==> config.mk <==
export PLATFORM = sky130hd
export DESIGN_NAME = ctfw_writer
export DESIGN_NICKNAME = d
export VERILOG_FILES = /design/src/rtl/ctfw_pkg.sv /design/src/rtl/ctfw_writer.sv /design/src/rtl/ctfw_bit_enc.sv
export SDC_FILE = /design/constraint.sdc
export NUM_CORES = 1
export LEC_CHECK = 0
export ABC_AREA = 1
export BUFFER_PORTS_ARGS = -buffer_cell sky130_fd_sc_hd__clkbuf_2
export CAP_MARGIN = 20
export CELL_PAD_IN_SITES_DETAIL_PLACEMENT = 1
export CELL_PAD_IN_SITES_GLOBAL_PLACEMENT = 2
export CORE_UTILIZATION = 25
export DETAILED_ROUTE_END_ITERATION = 10
export GPL_TIMING_DRIVEN = 0
export PLACE_DENSITY_LB_ADDON = 0.05
export SYNTH_ARGS = -nofsm -noshare
export SYNTH_HDL_FRONTEND = slang
export SYNTH_SLANG_ARGS = --single-unit
==> constraint.sdc <==
create_clock -name clk_i -period 8.55 [get_ports clk_i]
set_clock_uncertainty 0.2 [all_clocks]
set_input_delay 1.2825 -clock clk_i [delete_from_list [all_inputs] [get_ports clk_i]]
set_output_delay 1.2825 -clock clk_i [all_outputs]
set_load 0.1 [all_outputs]
==> src/rtl/ctfw_pkg.sv <==
package ctfw_pkg;
    // ==========================================================
    // Timing, 50 MHz clock
    localparam int unsigned CLK_HZ          = 50_000_000;
    // Bit cell at 1000 bpi: 200 us at 5 ips, about 83 us at 12 ips
    localparam int unsigned BIT_NS_5IPS     = 200_000;
    localparam int unsigned BIT_NS_12IPS    = 83_333;
    localparam int unsigned BIT_CYC_5IPS    = BIT_NS_5IPS / 20;
    localparam int unsigned BIT_CYC_12IPS   = BIT_NS_12IPS / 20;
    // Erased lengths in mils of tape
    localparam int unsigned IRG_MIL_5IPS    = 100;
    localparam int unsigned IRG_MIL_12IPS   = 450;
    localparam int unsigned FMK_MIL_5IPS    = 800;
    localparam int unsigned FMK_MIL_12IPS   = 1450;
    localparam int unsigned EOD_MIL_5IPS    = 1600;
    localparam int unsigned EOD_MIL_12IPS   = 2900;
    // One bit cell is one mil of tape at 1000 bpi
    localparam int unsigned DATA_BITS       = 8;
    localparam int unsigned ADDR_CHARS      = 2;
    localparam logic [1:0]  RST_MARK        = 2'h0;

    // ==========================================================
    // Mark commands
    typedef enum logic [1:0] {
        CTFW_MK_NONE = 2'h0,
        CTFW_MK_LOAD = 2'h1,
        CTFW_MK_FILE = 2'h2,
        CTFW_MK_EOD  = 2'h3
    } ctfw_mark_t;

    // Transport status bundle
    typedef struct packed {
        logic fast_12ips;   // Transport speed is 12 ips
        logic wide_track;   // Wide track selected
        logic prot_narrow;  // Narrow track write-protected
        logic prot_wide;    // Wide track write-protected
        logic comm_variant; // Comm terminal variant: wide track only
    } ctfw_xport_t;
endpackage : ctfw_pkg

==> src/rtl/ctfw_writer.sv <==
`timescale 1ns/1ns
// Operation
// RL1 - Eight data bits then double parity cell
// RL2 - Phase encode, mid-cell transition per bit
// RL3 - Start transition only before record's first
// RL4 - Load point is contiguous file characters
// RL5 - Stop in gap after load point
// RL6 - Record holds every supplied character
// RL7 - No character supplied ends record, write
// RL8 - Inter-record gap length by speed
// RL9 - Erase on during accel and decel
// RL10 - File bounded by file marks
// RL11 - File mark: speed erased length, characters
// RL12 - Interface sets mark character count
// RL13 - Fast search: two address characters
// RL14 - End mark: speed erased length, characters
// RL15 - Fast search end mark holds address
// RL16 - Track select; comm variant wide only
// RL17 - Refuse write to protected track
// RL18 - Parity: flat first cell, mid second
// RL19 - Read sync on unique parity bit
// RL20 - Bit sync regain on pair change
// RL21 - Odd parity over eight data bits
// RL22 - Gap lengths timed by speed config
module ctfw_writer
    import ctfw_pkg::*;
#(
    parameter int unsigned BIT_CYC_5  = BIT_CYC_5IPS,
    parameter int unsigned BIT_CYC_12 = BIT_CYC_12IPS
)(
    // Clock, reset, enable
    input  wire logic        clk_i,
    input  wire logic        rst_i,
    input  wire logic        ce_i,
    // Configuration and transport status
    input  wire ctfw_xport_t xport_i,
    input  wire logic        fast_search_option_i,
    input  wire logic [11:0] tape_addr_i,   // Four octal digits
    // Character stream from interface
    input  wire logic        chr_valid_i,
    input  wire logic [7:0]  chr_data_i,
    output logic             chr_ready_o,
    // Mark commands
    input  wire ctfw_mark_t  mark_cmd_i,
    input  wire logic        mark_last_i,   // Last mark character
    // Transport side
    output logic             motion_o,      // Tape driving
    output logic             erase_o,       // Erase head on
    output logic             write_o,       // Write current on
    output logic             flux_o,        // Write flux level
    output logic             track_wide_o,
    // Status
    output logic             busy_o,
    output logic             prot_err_o
);
    // Cell counts must give two halves and fit the 16-bit half-cell timer
    if (BIT_CYC_5 < 4 || BIT_CYC_12 < 4 ||
        BIT_CYC_5 > 32767 || BIT_CYC_12 > 32767) begin : g_bad_cell
        $error("bit cell count out of range");
    end

    // ==========================================================
    // State machine
    typedef enum logic [4:0] {
        CTFW_IDLE  = 5'b00001,
        CTFW_GAP   = 5'b00010,   // Erase while moving
        CTFW_CHR   = 5'b00100,   // Sending a character
        CTFW_NEXT  = 5'b01000,   // Take the next character or stop
        CTFW_STOP  = 5'b10000    // Decelerate with erase
    } ctfw_state_t;

    ctfw_state_t st_q, st_d;
    logic [31:0] cnt_q, cnt_d;       // Gap timer
    logic [8:0]  sh_q, sh_d;          // Data plus parity
    logic [3:0]  bit_q, bit_d;        // Bits sent in character
    logic        first_q, first_d;    // Next char is record's first
    ctfw_mark_t  mk_q, mk_d;
    logic        addr_q, addr_d;      // Second address char pending
    logic        prot_q, prot_d;
    logic        ready_q, ready_d;
    logic        start;
    logic        lead;
    logic        done;
    logic        flux;
    logic [15:0] half_cyc;
    logic [31:0] bitc;
    logic        wide_sel;
    logic        protected_w;
    logic [7:0]  load_byte;
    logic        have_chr;

    // Speed-dependent cell and gap lengths [RL22]
    assign bitc     = xport_i.fast_12ips ? BIT_CYC_12 : BIT_CYC_5;
    assign half_cyc = 16'(bitc >> 1);
    // Comm variant forces the wide track [RL16]
    assign wide_sel    = xport_i.wide_track | xport_i.comm_variant;
    assign protected_w = wide_sel ? xport_i.prot_wide : xport_i.prot_narrow;  // [RL17]

    // Gap length in cycles for the requested erase
    function automatic logic [31:0] gap_cyc(input ctfw_mark_t m, input logic f, input logic [31:0] b);
        logic [31:0] mil;
        mil = 32'(f ? IRG_MIL_12IPS : IRG_MIL_5IPS);                  // [RL8]
        case (m)
            CTFW_MK_LOAD, CTFW_MK_FILE: mil = 32'(f ? FMK_MIL_12IPS : FMK_MIL_5IPS); // [RL11]
            CTFW_MK_EOD:  mil = 32'(f ? EOD_MIL_12IPS : EOD_MIL_5IPS);             // [RL14]
            default:      mil = mil;
        endcase
        gap_cyc = mil * b;
    endfunction : gap_cyc

    // Fast search supplies the address characters itself [RL13] [RL15]
    assign have_chr  = (fast_search_option_i && mk_q != CTFW_MK_NONE) ? 1'b1 : chr_valid_i;
    assign load_byte = (fast_search_option_i && mk_q != CTFW_MK_NONE)
                     ? (addr_q ? {2'h0, tape_addr_i[5:0]} : {2'h0, tape_addr_i[11:6]})
                     : chr_data_i;

    // ==========================================================
    // Next state
    always_comb begin
        st_d    = st_q;
        cnt_d   = cnt_q;
        sh_d    = sh_q;
        bit_d   = bit_q;
        first_d = first_q;
        mk_d    = mk_q;
        addr_d  = addr_q;
        prot_d  = prot_q;
        ready_d = 1'b0;
        start   = 1'b0;
        lead    = 1'b0;
        case (st_q)
            CTFW_IDLE: begin
                if (mark_cmd_i != CTFW_MK_NONE || chr_valid_i) begin
                    if (protected_w) begin
                        prot_d = 1'b1;                                // [RL17]
                    end else begin
                        prot_d = 1'b0;
                        mk_d   = mark_cmd_i;
                        addr_d = 1'b0;
                        cnt_d  = gap_cyc(mark_cmd_i, xport_i.fast_12ips, bitc);
                        st_d   = CTFW_GAP;                            // [RL9] [RL10]
                    end
                end
            end
            CTFW_GAP: begin
                // Erase during acceleration and mark gap
                if (cnt_q > 32'h0000_0001) begin
                    cnt_d = cnt_q - 32'h0000_0001;
                end else begin
                    first_d = 1'b1;
                    st_d    = CTFW_NEXT;
                end
            end
            CTFW_NEXT: begin
                if (have_chr) begin
                    // Odd parity in bit 8 [RL21]
                    sh_d    = {~(^load_byte), load_byte};
                    ready_d = ~(fast_search_option_i && mk_q != CTFW_MK_NONE);  // [RL6]
                    bit_d   = 4'h0;
                    start   = 1'b1;
                    lead    = first_q;                                // [RL3]
                    first_d = 1'b0;
                    st_d    = CTFW_CHR;
                end else begin
                    // Demand lapsed: close the record [RL7] [RL5]
                    cnt_d = gap_cyc(CTFW_MK_NONE, xport_i.fast_12ips, bitc);
                    st_d  = CTFW_STOP;
                end
            end
            CTFW_CHR: begin
                if (done) begin
                    if (bit_q == 4'(DATA_BITS)) begin
                        // Parity cell ended: next char back to back [RL1] [RL4]
                        if (mk_q != CTFW_MK_NONE && fast_search_option_i) begin
                            addr_d = 1'b1;
                            if (addr_q) begin
                                cnt_d = gap_cyc(CTFW_MK_NONE, xport_i.fast_12ips, bitc);
                                st_d  = CTFW_STOP;                    // [RL13]
                            end else begin
                                st_d = CTFW_NEXT;
                            end
                        end else if (mk_q != CTFW_MK_NONE && mark_last_i) begin
                            cnt_d = gap_cyc(CTFW_MK_NONE, xport_i.fast_12ips, bitc);
                            st_d  = CTFW_STOP;                        // [RL12]
                        end else begin
                            st_d = CTFW_NEXT;
                        end
                    end else begin
                        bit_d = bit_q + 4'h1;
                        sh_d  = {1'b0, sh_q[8:1]};
                        start = 1'b1;
                    end
                end
            end
            CTFW_STOP: begin
                // Erase while decelerating into the gap [RL9] [RL8]
                if (cnt_q > 32'h0000_0001) begin
                    cnt_d = cnt_q - 32'h0000_0001;
                end else begin
                    mk_d = CTFW_MK_NONE;
                    st_d = CTFW_IDLE;
                end
            end
            default: st_d = CTFW_IDLE;
        endcase
    end

    // ==========================================================
    // Registers
    always_ff @(posedge clk_i) begin
        if (rst_i) begin
            st_q    <= CTFW_IDLE;
            cnt_q   <= 32'h0000_0000;
            sh_q    <= 9'h000;
            bit_q   <= 4'h0;
            first_q <= 1'b0;
            mk_q    <= CTFW_MK_NONE;
            addr_q  <= 1'b0;
            prot_q  <= 1'b0;
            ready_q <= 1'b0;
        end else if (ce_i) begin
            st_q    <= st_d;
            cnt_q   <= cnt_d;
            sh_q    <= sh_d;
            bit_q   <= bit_d;
            first_q <= first_d;
            mk_q    <= mk_d;
            addr_q  <= addr_d;
            prot_q  <= prot_d;
            ready_q <= ready_d;
        end
    end

    // Output registers
    logic motion_q, erase_q, write_q, wide_q;
    always_ff @(posedge clk_i) begin
        if (rst_i) begin
            motion_q <= 1'b0;
            erase_q  <= 1'b0;
            write_q  <= 1'b0;
            wide_q   <= 1'b0;
        end else if (ce_i) begin
            motion_q <= (st_d != CTFW_IDLE);
            erase_q  <= (st_d == CTFW_GAP) || (st_d == CTFW_STOP);   // [RL9]
            // Write stays on between characters of one record [RL3]
            write_q  <= (st_d == CTFW_CHR) || (st_d == CTFW_NEXT && !first_d);
            wide_q   <= wide_sel;                                      // [RL16]
        end
    end

    // Cell encoder [RL2] [RL18]
    ctfw_bit_enc u_enc (
        .clk_i      (clk_i),
        .rst_i      (rst_i),
        .ce_i       (ce_i),
        .half_cyc_i (half_cyc),
        .start_i    (start),
        .bit_i      (st_q == CTFW_CHR ? sh_q[1] : sh_d[0]),
        .par_i      (st_q == CTFW_CHR && bit_q == 4'(DATA_BITS - 1)),  // Unique cell [RL19]
        .lead_i     (lead),                                             // Bit sync edge [RL20]
        .flux_o     (flux),
        .done_o     (done)
    );

    assign motion_o     = motion_q;
    assign erase_o      = erase_q;
    assign write_o      = write_q;
    assign flux_o       = flux;
    assign track_wide_o = wide_q;
    assign busy_o       = motion_q;
    assign prot_err_o   = prot_q;
    assign chr_ready_o  = ready_q;
endmodule : ctfw_writer

==> src/rtl/ctfw_bit_enc.sv <==
`timescale 1ns/1ns
// Phase encoder for one bit cell; parity cell is double length
module ctfw_bit_enc
    import ctfw_pkg::*;
(
    // Clock and control
    input  wire logic        clk_i,
    input  wire logic        rst_i,
    input  wire logic        ce_i,
    input  wire logic [15:0] half_cyc_i,  // Half bit cell in cycles
    // Bit request
    input  wire logic        start_i,     // Start a cell
    input  wire logic        bit_i,       // Data value
    input  wire logic        par_i,       // Cell is the parity cell
    input  wire logic        lead_i,      // Emit a start transition first
    // Outputs
    output logic             flux_o,      // Write current polarity
    output logic             done_o       // Cell finished pulse
);
    logic [15:0] cnt_q, cnt_d;
    logic [2:0]  half_q, half_d;   // Remaining half-cells
    logic        flux_q, flux_d;
    logic        done_q, done_d;
    logic        par_q,  par_d;

    // ==========================================================
    // Next state
    always_comb begin
        cnt_d  = cnt_q;
        half_d = half_q;
        flux_d = flux_q;
        done_d = 1'b0;
        par_d  = par_q;
        if (start_i) begin
            // Lead-in half cell gives the record's start transition
            half_d = par_i ? 3'h4 : 3'h2;
            if (lead_i) begin
                half_d = half_d + 3'h1;
            end
            cnt_d = half_cyc_i;
            par_d = par_i;
            // First half level: bit 1 is low-then-high; parity sits at ~value while flat
            // A lead half starts at the bit value, so its closing edge is the start mark
            flux_d = lead_i ? bit_i : ~bit_i;
        end else if (half_q != 3'h0) begin
            if (cnt_q <= 16'h0001) begin
                cnt_d  = half_cyc_i;
                half_d = half_q - 3'h1;
                // Parity: no change in first cell, mid-cell change in second
                if (par_q ? (half_q == 3'h2) : (half_q == 3'h2 || half_q == 3'h3)) begin
                    flux_d = ~flux_q;
                end
                if (half_q == 3'h1) begin
                    done_d = 1'b1;
                end
            end else begin
                cnt_d = cnt_q - 16'h0001;
            end
        end
    end

    // Register
    always_ff @(posedge clk_i) begin
        if (rst_i) begin
            cnt_q  <= 16'h0000;
            half_q <= 3'h0;
            flux_q <= 1'b0;
            done_q <= 1'b0;
            par_q  <= 1'b0;
        end else if (ce_i) begin
            cnt_q  <= cnt_d;
            half_q <= half_d;
            flux_q <= flux_d;
            done_q <= done_d;
            par_q  <= par_d;
        end
    end

    assign flux_o = flux_q;
    assign done_o = done_q;
endmodule : ctfw_bit_enc

* Word level (Yosys, flattened, before mapping)
Cells that the tools add are included.
Storage, ports and cells: register bits after elaboration 82, latch bits 0, RAM bits 0, memory bits (read-only) 0, bits of input ports 33, output and inout port bits 8, memories 0
Operators by class: add/subtract/negate cells 5, $mul 4, divide/modulo/power cells 0, order comparisons 2, eq/ne operators 30, shift-type cells 0, muxes and demuxes 94, bitwise logic cells 5, reduce and logical (&&, ||, !) cells 31
Operators by type and width (number):
- 2-to-1 mux 32 bit | 24
- multiplier 32 x 14 -> 32 bit | 4
- one-hot mux 32 bit (4 select lines) | 1
- 2-to-1 mux 5 bit | 10
- 2-to-1 mux 16 bit | 3
- 2-to-1 mux 9 bit | 4
- > comparator 32 x 1 -> 1 bit (second input constant) | 1
- subtractor 32 x 1 -> 32 bit (second input constant) | 1
- 2-to-1 mux 1 bit | 28
- one-hot mux 5 bit (5 select lines) | 1
- one-hot mux 12 bit (2 select lines) | 1
- one-hot mux 9 bit (2 select lines) | 1
- less-or-equal comparator 16 x 1 -> 1 bit (second input constant) | 1
- != test 2 bit (second input constant) | 8
- nonzero test 2 bit | 8
- subtractor 16 x 1 -> 16 bit (second input constant) | 1
- 2-to-1 mux 3 bit | 5
- 2-to-1 mux 14 bit | 1
- 2-to-1 mux 12 bit | 1
- 2-to-1 mux 4 bit | 3
- 2-to-1 mux 11 bit | 1
- == test 5 x 2 -> 1 bit (second input constant) | 2
- == test 5 x 3 -> 1 bit (second input constant) | 2
- == test 5 x 4 -> 1 bit (second input constant) | 2
- 35 further kinds | 57

* Depth between registers and ports, before layout
Gate-level depths: netlist (run 1).
word-level depth 13, mapped depth 30

* Modules after synthesis
From an unflattened synthesis (run 1), not the netlist that was laid out.
Unflattened totals: cell total of the unflattened synthesis 1405, area, all modules 9280.2 sq um
By module, submodules not included:
- ctfw_writer | instances 1, cells an instance 1151, area an instance 7666.1 sq um
- ctfw_bit_enc | instances 1, cells an instance 254, area an instance 1614.0 sq um

* Least setup slack after synthesis (run 1)
No wires, ideal clock.
path kind input to register, start point input mark_cmd_i[0], end point register cnt_q[20], setup time 0.116 ns, arrival 6.510 ns, path slack 1.724 ns, cell stages on the path 27, path buffers 0, cells stage by stage inv_1 ha_1 ha_1 inv_2 nor2_1 inv_1 fa_1 inv_1 ha_1 inv_1 fa_1 fa_1 xnor2_1 ha_1 or2_2 ha_1 ha_1 nand2_1 nor2_1 nor2_1 nor2_1 nor2_1 nand3_1 nand2_1 nor2_1 nor2_1 nor2_1
On the way: longest elaborated chain between the ends 10, elaborated cells on any way between the ends 16, classes of those cells 1 x mul; 4 x eq/ne; 7 x mux; 4 x reduce/logical
Ends and longest elaborated chain:
- start, declared | line ctfw_writer.sv:44 | input wire ctfw_mark_t mark_cmd_i,
- == test 2 x 1 -> 1 bit or == test 2 bit (tied branches) | line ctfw_writer.sv:103 | case (m)
- OR reduction 2 bit | line ctfw_writer.sv:103
- one-hot mux 12 bit (2 select lines) | line ctfw_writer.sv:103
- 2-to-1 mux 32 bit | line ctfw_writer.sv:134 | if (protected_w) begin
- 2-to-1 mux 32 bit | line ctfw_writer.sv:133 | if (mark_cmd_i != CTFW_MK_NONE || chr_valid_i) begin
- 2-to-1 mux 32 bit | line ctfw_writer.sv:131 | case (st_q)
- multiplier 32 x 14 -> 32 bit | line ctfw_writer.sv:108 | gap_cyc = mil * b;
- 2-to-1 mux 32 bit | line ctfw_writer.sv:134
- 2-to-1 mux 32 bit | line ctfw_writer.sv:133
- one-hot mux 32 bit (4 select lines) | line ctfw_writer.sv:131
- end signal, assigned | line ctfw_writer.sv:223 | cnt_q <= cnt_d;
- end, declared | line ctfw_writer.sv:73 | logic [31:0] cnt_q, cnt_d;
Parallel ways exist; a longest one is shown, timed or not. The select of a mux whose other input is x is not followed. A chain may end at the register's enable or synchronous reset.

* Final worst setup path (run 1)
Ends and elaborated chain as after synthesis.

==> impl_metrics.xml, run 1 <==
<?xml version="1.0" encoding="UTF-8"?>
<metrics>
  <group name="outcome">
    <metric name="status" unit="">complete, no violations</metric>
  </group>
  <group name="run">
    <metric name="cap_violations" unit="">0</metric>
  </group>
  <group name="grt">
    <metric name="global_route.overflow_total" unit="">0</metric>
    <metric name="number_of_antenna_violations_at_the_first_check_in_global_routing" unit="">0</metric>
    <metric name="grt_pass1_wl" unit="mm">50.82</metric>
    <metric name="grt_usage" unit="%">17.21</metric>
    <metric name="grt_pass1_vias" unit="">9013</metric>
    <metric name="grt_start_max_net_pins" unit="">16</metric>
  </group>
  <group name="timing">
    <metric name="finalSetupViolations" unit="">0</metric>
    <metric name="setup_tns" unit="ns">0</metric>
    <metric name="final-max-slew-violation-count" unit="">0</metric>
    <metric name="fin_crit_sh" unit="%">91.87</metric>
    <metric name="max_freq" unit="GHz">0.1273</metric>
    <metric name="slew_limit_headroom" unit="%">37.83</metric>
    <metric name="finalWorstPathRequiredPeriod" unit="ns">7.855</metric>
    <metric name="post_layout_worst_setup_margin" unit="ns">0.6954</metric>
    <metric name="worst-slew-pin-transition" unit="ns">0.9325</metric>
    <metric name="rsz0062_at_grt" unit="">no</metric>
    <metric name="hold_viol_final" unit="">0</metric>
  </group>
  <group name="clocking">
    <metric name="worst_skew_pair.late_latency" unit="ns">0.36</metric>
    <metric name="cts-root-buf" unit="">sky130_fd_sc_hd__clkbuf_16</metric>
    <metric name="numClockSinks" unit="">82</metric>
    <metric name="tritoncts_clock_tree" unit="">done</metric>
    <metric name="worst_setup_hold_path_clk_slew" unit="ns">0.07</metric>
    <metric name="cts_post_setup_buffers_inserted" unit="">0</metric>
    <metric name="ctsLongestPathBuffers" unit="">2</metric>
    <metric name="hold_buffer_count_at_cts" unit="">0</metric>
    <metric name="ctsHtreeMaxLevel" unit="">3</metric>
    <metric name="cts_buffers" unit="">9</metric>
    <metric name="cts_resized" unit="">0</metric>
  </group>
  <group name="logic_synthesis">
    <metric name="post_synth_instance_area" unit="mm²">0.009201</metric>
    <metric name="synth_edf_count" unit="">0</metric>
    <metric name="post_synth_inst_count" unit="">1372</metric>
    <metric name="synth.distinct_cells" unit="">53</metric>
    <metric name="synth-async-reset-ratio" unit="%">0</metric>
    <metric name="synth.yosys.warnings" unit="">0</metric>
    <metric name="yosys_register_bits" unit="">82</metric>
    <metric name="avgSynthCellArea" unit="µm²">6.707</metric>
    <metric name="yosys_most_used_dff" unit="">sky130_fd_sc_hd__dfxtp_1</metric>
    <metric name="synth_seq_area_share" unit="%">17.84</metric>
  </group>
  <group name="critical_path">
    <metric name="critical_path.most_common_cell" unit="">sky130_fd_sc_hd__inv_1</metric>
    <metric name="crit_path_start_kind" unit="">primary input</metric>
    <metric name="path_class" unit="">primary input to flop</metric>
    <metric name="worst-path-max-fanout" unit="">13</metric>
    <metric name="critical_path.n_buffers_inverters" unit="">9</metric>
    <metric name="cp_data_required_time" unit="ns">8.61</metric>
    <metric name="cpPeakStageDelay" unit="ns">0.72</metric>
    <metric name="timing.critical_path.slowest_stage_cell" unit="">sky130_fd_sc_hd__ha_1</metric>
    <metric name="crit_path_end_kind" unit="">flop</metric>
    <metric name="worst_path_dominant_cell_family" unit="">adder cells</metric>
    <metric name="cp.arrival" unit="ns">7.91</metric>
  </group>
  <group name="power">
    <metric name="leakagePower" unit="nW">5.347</metric>
    <metric name="sequentialPowerShare" unit="%">20.3</metric>
    <metric name="swShare" unit="%">49.88</metric>
    <metric name="switching_power" unit="mW">1.136</metric>
    <metric name="power_density" unit="mW/mm²">219.4</metric>
    <metric name="cellInternalPower" unit="mW">1.141</metric>
    <metric name="share_clk_of_total_power" unit="%">20.2</metric>
    <metric name="p_comb_share" unit="%">59.5</metric>
    <metric name="design_power_total" unit="mW">2.278</metric>
    <metric name="peakVddDrop" unit="mV">0.07796</metric>
  </group>
  <group name="layout">
    <metric name="fin_cells" unit="">1907</metric>
    <metric name="layout_cell_share_with_drive_strength_beyond_1" unit="%">8.720</metric>
    <metric name="num-nets-final" unit="">1634</metric>
    <metric name="flow.area_growth_from_synthesis" unit="%">12.81</metric>
    <metric name="mostFrequentLayoutCell" unit="">sky130_fd_sc_hd__nand2_1</metric>
    <metric name="layout.cells.most_common_list" unit="">sky130_fd_sc_hd__nand2_1 (296), sky130_fd_sc_hd__inv_1 (215), sky130_fd_sc_hd__nor2_1 (177), sky130_fd_sc_hd__ha_1 (120), sky130_fd_sc_hd__nand3_1 (85)</metric>
  </group>
  <group name="placement">
    <metric name="preCtsSetupSlack" unit="ns">0.1833</metric>
    <metric name="buffer_ports.inserted" unit="">40</metric>
    <metric name="detailedPlacementHpwl" unit="mm">26.02</metric>
    <metric name="place.gp.congestion" unit="">0.7607</metric>
    <metric name="place.detailed.instances" unit="">1890</metric>
  </group>
  <group name="detailed_routing">
    <metric name="postRouteAntennaNets" unit="">0</metric>
    <metric name="vias" unit="">8597</metric>
    <metric name="drt_drc_violations_left" unit="">0</metric>
    <metric name="drt_iter0_drc" unit="">229</metric>
    <metric name="met3RoutedLength" unit="µm">456</metric>
    <metric name="top_layer" unit="">met4</metric>
    <metric name="routedLengthMet1" unit="mm">16.78</metric>
    <metric name="drt_wl_total" unit="mm">31.00</metric>
    <metric name="drt-vias-per-instance" unit="">4.508</metric>
    <metric name="route.met2.wl" unit="mm">13.46</metric>
    <metric name="route.detailed.wl_per_inst" unit="µm">16.25</metric>
    <metric name="firstDrtPassIters" unit="">4</metric>
  </group>
  <group name="die">
    <metric name="die_x" unit="µm">193.8</metric>
    <metric name="core_area" unit="mm²">0.03591</metric>
    <metric name="top_level_ports" unit="">41</metric>
    <metric name="initial_utilization" unit="%">25.62</metric>
    <metric name="fp.dieH" unit="µm">193.8</metric>
    <metric name="rows" unit="">69</metric>
    <metric name="die_area" unit="mm²">0.03758</metric>
  </group>
  <group name="worst_hold_path">
    <metric name="kind_of_path_behind_the_tightest_hold_check" unit="">flop to flop</metric>
  </group>
</metrics>
## synth_stat cells, drive strengths merged, types with 6 or more instances
library cell	number	area [µm²]
nand2	311	1244
o21ai	91	474.2
clkbuf	12	45.04
ha	120	1501
or2	7	43.79
nand4	22	150.1
xor2	26	227.7
a21oi	75	405.4
a31oi	9	56.30
dfxtp	82	1642
fa	41	820.8
xnor2	6	52.55
o211ai	8	60.06
a21o	7	52.55
inv	223	839.6
nor2	186	755.7
buf	17	103.9
nand3	86	435.4
nor3	13	70.07
## stage by stage
step	hold WS [ns]	instance area (µm²)	utilization [%]
floorplan	0.2297	9265	-
global placement	0.2528	10040	27.96
detailed placement	0.2622	10040	27.96
CTS	0.2736	10380	28.89
global route	0.2931	10380	28.89
finish	0.2683	10380	28.90
## kinds of logic after synthesis
logic type               synth area share (%)
AO/OA/AOI/OAI                           12.92
XOR/XNOR                                3.046
adder cells (fa/ha/maj)                 25.24
buffers and inverters                   10.80
flip-flops                              17.84
other                                 0.08162
AND/OR/NAND/NOR                         30.08
## power by group through the flow
| stage | registers, mW | logic (mW) | clock network [mW] |
|---|---|---|---|
| detailed placement | 0.472 | 1.37 | 0 |
| global route | 0.472 | 1.59 | 0.493 |
| finish | 0.463 | 1.35 | 0.461 |
| global placement | 0.472 | 1.36 | 0 |
| floorplan | 0.470 | 0.982 | 0 |
| CTS | 0.464 | 1.38 | 0.479 |
## path summary, 6_finish.rpt
kind                            slack (ns)  depth (start not counted)          start        end
worst min-delay path                  0.27                          2      cnt_q[30]  cnt_q[30]
worst min register to register        0.27                          2      cnt_q[30]  cnt_q[30]
worst max-delay path                  0.70                         27  mark_cmd_i[0]  cnt_q[20]
worst max register to register        5.93                         11      cnt_q[24]  cnt_q[17]
## tightest hold or removal path: cells and delay by family (launching register included)
kind | cells | cell delay, ns
AO/OA/AOI/OAI | 1 | 0.06
flip-flops | 1 | 0.31
AND/OR/NAND/NOR | 1 | 0.06
## registers in the layout (all words and copies together) (netlist names), 2 cells and up
register and cells:
cnt_q 32, u_enc.cnt_q 16, bit_q 4, sh_q 9, mk_q 2, st_q 5
u_enc.half_q 3
## layout make-up
class / instances / area (µm²)
multi-input cells: 1054 / 6630
well taps: 461 / 576.8
diodes: 1 / 2.502
flip-flops and latches: 82 / 1642
clock inverters: 6 / 96.34
inverters: 224 / 844.6
fillers: 4521 / 25530
clock buffers: 10 / 239.0
plain buffers: 29 / 148.9
repair buffers: 40 / 200.2
## per-layer routing
metal | vias to the layer above | track usage (%)
li1 | 4503 | -
met1 | 4023 | 25.16
met2 | 58 | 27.36
met3 | 13 | 1.548
met4 | 0 | 3.410
met5 | - | 0
Note: power is estimated with default switching activity, not from simulation.
==> run 2, diff against run 1 <==
--- a/config.mk
+++ b/config.mk
@@ -14,6 +14,7 @@
 export DETAILED_ROUTE_END_ITERATION = 10
 export GPL_TIMING_DRIVEN = 0
 export PLACE_DENSITY_LB_ADDON = 0.05
+export REMOVE_ABC_BUFFERS = 1
 export SYNTH_ARGS = -nofsm -noshare
 export SYNTH_HDL_FRONTEND = slang
 export SYNTH_SLANG_ARGS = --single-unit
==> run 2 against run 1 <==
Effect of this change:
- hold slack got worse by 0.0019 ns
- wire length shrank 5.7%
- via count down 0.27%
- flip-flop and latch count unchanged
- combinational power about the same
- critical endpoint unchanged
- die area unchanged
- sequential share of layout area rose by 0.28 points
- cell count down 1.5%
- register-to-register slack got worse by 0.86 ns
- non-clock buffer count decreased by 28
==> impl_metrics.xml, run 2 (synthesis gave the netlist of run 1 again) <==
<?xml version="1.0" encoding="UTF-8"?>
<metrics>
  <group name="layout">
    <metric name="reg.largest.list" unit="">cnt_q: 32 flops, u_enc.cnt_q: 16 flops, sh_q: 9 flops</metric>
    <metric name="fin_cells" unit="">1878</metric>
    <metric name="finish.instance_area" unit="mm²">0.01020</metric>
    <metric name="num-nets-final" unit="">1606</metric>
    <metric name="layout.cells.most_common_list" unit="">sky130_fd_sc_hd__nand2_1 (296), sky130_fd_sc_hd__inv_1 (214), sky130_fd_sc_hd__nor2_1 (177), sky130_fd_sc_hd__ha_1 (119), sky130_fd_sc_hd__nand3_1 (85)</metric>
    <metric name="largest_reg_flops" unit="">32</metric>
    <metric name="layout_cell_share_with_drive_strength_beyond_1" unit="%">8.116</metric>
    <metric name="registers.top_by_ff_count" unit="">cnt_q</metric>
    <metric name="insertedDiodeCount" unit="">0</metric>
    <metric name="mostFrequentLayoutCell" unit="">sky130_fd_sc_hd__nand2_1</metric>
    <metric name="flow.area_growth_from_synthesis" unit="%">10.88</metric>
  </group>
  <group name="critical_path">
    <metric name="cp_data_required_time" unit="ns">8.64</metric>
    <metric name="crit_path_start_kind" unit="">primary input</metric>
    <metric name="r2r.worst_path.cells" unit="">8</metric>
    <metric name="path_class" unit="">primary input to flop</metric>
    <metric name="timing.critical_path.slowest_stage_cell" unit="">sky130_fd_sc_hd__nor2_1</metric>
    <metric name="critical_path.most_common_cell" unit="">sky130_fd_sc_hd__nor2_1</metric>
    <metric name="cp.arrival" unit="ns">7.88</metric>
    <metric name="crit_path_end_kind" unit="">flop</metric>
    <metric name="worst-path-max-fanout" unit="">13</metric>
    <metric name="cpPeakStageDelay" unit="ns">0.55</metric>
    <metric name="reg2reg_slack" unit="ns">5.07</metric>
  </group>
  <group name="timing">
    <metric name="rsz0062_at_grt" unit="">no</metric>
    <metric name="hold_viol_final" unit="">0</metric>
    <metric name="finalWorstPathRequiredPeriod" unit="ns">7.785</metric>
    <metric name="max_freq" unit="GHz">0.1285</metric>
    <metric name="holdWs" unit="ns">0.2663</metric>
    <metric name="final-max-slew-violation-count" unit="">0</metric>
    <metric name="post_layout_worst_setup_margin" unit="ns">0.7652</metric>
    <metric name="fin_crit_sh" unit="%">91.05</metric>
    <metric name="slew_limit_headroom" unit="%">36.55</metric>
    <metric name="finalSetupViolations" unit="">0</metric>
    <metric name="worst-slew-pin-transition" unit="ns">0.9508</metric>
  </group>
  <group name="run">
    <metric name="cap_violations" unit="">0</metric>
  </group>
  <group name="detailed_routing">
    <metric name="vias" unit="">8574</metric>
    <metric name="postRouteAntennaNets" unit="">0</metric>
    <metric name="firstDrtPassIters" unit="">4</metric>
    <metric name="drt-vias-per-instance" unit="">4.565</metric>
    <metric name="drt_wl_total" unit="mm">29.22</metric>
    <metric name="drt_drc_violations_left" unit="">0</metric>
    <metric name="drt_iter0_drc" unit="">245</metric>
    <metric name="route.detailed.wl_per_inst" unit="µm">15.56</metric>
  </group>
  <group name="worst_hold_path">
    <metric name="kind_of_path_behind_the_tightest_hold_check" unit="">flop to flop</metric>
    <metric name="whs_path_cells" unit="">2</metric>
  </group>
  <group name="power">
    <metric name="share_clk_of_total_power" unit="%">18.0</metric>
    <metric name="sequentialPowerShare" unit="%">21.2</metric>
    <metric name="switching_power" unit="mW">1.100</metric>
    <metric name="design_power_total" unit="mW">2.177</metric>
    <metric name="p_comb_share" unit="%">60.8</metric>
    <metric name="cellInternalPower" unit="mW">1.076</metric>
    <metric name="swShare" unit="%">50.55</metric>
    <metric name="leakagePower" unit="nW">5.253</metric>
    <metric name="peakVddDrop" unit="mV">0.1137</metric>
    <metric name="power_density" unit="mW/mm²">213.4</metric>
  </group>
  <group name="die">
    <metric name="initial_utilization" unit="%">25.62</metric>
    <metric name="fp.dieH" unit="µm">193.8</metric>
    <metric name="rows" unit="">69</metric>
    <metric name="core_area" unit="mm²">0.03591</metric>
    <metric name="top_level_ports" unit="">41</metric>
    <metric name="die_x" unit="µm">193.8</metric>
    <metric name="die_area" unit="mm²">0.03758</metric>
  </group>
  <group name="placement">
    <metric name="preCtsSetupSlack" unit="ns">-0.01734</metric>
    <metric name="place.gp.congestion" unit="">0.7739</metric>
    <metric name="place.detailed.instances" unit="">1862</metric>
    <metric name="buffer_ports.inserted" unit="">40</metric>
    <metric name="placedInstanceArea" unit="mm²">0.009913</metric>
    <metric name="detailedPlacementHpwl" unit="mm">23.65</metric>
  </group>
  <group name="grt">
    <metric name="number_of_antenna_violations_at_the_first_check_in_global_routing" unit="">0</metric>
    <metric name="global_route.overflow_total" unit="">0</metric>
    <metric name="grt_usage" unit="%">16.38</metric>
    <metric name="grt_pass1_wl" unit="mm">48.78</metric>
    <metric name="grt_start_max_net_pins" unit="">37</metric>
    <metric name="grt_pass1_vias" unit="">9110</metric>
  </group>
  <group name="clocking">
    <metric name="cts_buffers" unit="">9</metric>
    <metric name="cts-root-buf" unit="">sky130_fd_sc_hd__clkbuf_16</metric>
    <metric name="tritoncts_clock_tree" unit="">done</metric>
    <metric name="hold_buffer_count_at_cts" unit="">0</metric>
    <metric name="numClockSinks" unit="">82</metric>
    <metric name="ctsLongestPathBuffers" unit="">2</metric>
    <metric name="cts_resized" unit="">0</metric>
    <metric name="worst_skew_pair.late_latency" unit="ns">0.36</metric>
    <metric name="ctsHtreeMaxLevel" unit="">3</metric>
    <metric name="cts_post_setup_buffers_inserted" unit="">0</metric>
    <metric name="worst_setup_hold_path_clk_slew" unit="ns">0.06</metric>
  </group>
  <group name="outcome">
    <metric name="status" unit="">complete, no violations</metric>
  </group>
</metrics>
run 2: changes by cell type in the layout (fill, tap and decap cells not counted), moves of 2 or more:
| cell | change |
|---|---|
| sky130_fd_sc_hd__buf_4 | -4 |
| sky130_fd_sc_hd__buf_2 | -8 |
| sky130_fd_sc_hd__bufinv_16 | -2 |
| sky130_fd_sc_hd__buf_1 | -3 |
| sky130_fd_sc_hd__buf_6 | -2 |
| sky130_fd_sc_hd__clkbuf_1 | -12 |
run 2: worst max-delay path, delay by kind of cell:
family | cells | cell delay (ns)
AO/OA/AOI/OAI | 1 | 0.09
adder cells (fa/ha/maj) | 9 | 3.80
buffers and inverters | 9 | 0.97
AND/OR/NAND/NOR | 9 | 1.70
run 2: cell type report:
class                      count  area (µm²)
timing repair buffer          41       220.2
sequential                    82        1642
clock buffer                  10       239.0
fill                        4576       25710
inverter                     224       844.6
clock inverter                 6       47.55
tap                          461       576.8
multi-input combinational   1054        6633
run 2: power groups by stage:
| stage | Combinational, mW | Sequential [mW] | Clock [mW] |
|---|---|---|---|
| 2_1_floorplan | 0.968 | 0.474 | 0 |
| 3_3_place_gp | 1.35 | 0.471 | 0 |
| 3_5_place_dp | 1.36 | 0.471 | 0 |
| 4_1_cts | 1.37 | 0.463 | 0.415 |
| 5_1_grt | 1.55 | 0.470 | 0.425 |
| 6_report | 1.32 | 0.462 | 0.392 |
run 2: worst paths after layout:
kind                  from   endpoint
min              cnt_q[31]  cnt_q[31]
min reg2reg      cnt_q[31]  cnt_q[31]
max          mark_cmd_i[0]  cnt_q[20]
max reg2reg        st_q[1]   cnt_q[4]
run 2: through the flow:
stage	util, %	TNS [ns]
after global routing	28.41	0
after CTS	28.40	0
final	28.41	0
after global placement	27.55	-0.003917
after detailed placement	27.60	-0.01734
after floorplan	-	0
run 2: per-layer routing:
| metal | vias up | global-route usage (%) | wire [µm] |
|---|---|---|---|
| met5 | - | 0 | 0 |
| met4 | 0 | 2.910 | 272 |
| met3 | 13 | 1.844 | 380 |
| met2 | 47 | 28.64 | 13900 |
| met1 | 4071 | 21.78 | 14670 |
| li1 | 4443 | - | - |
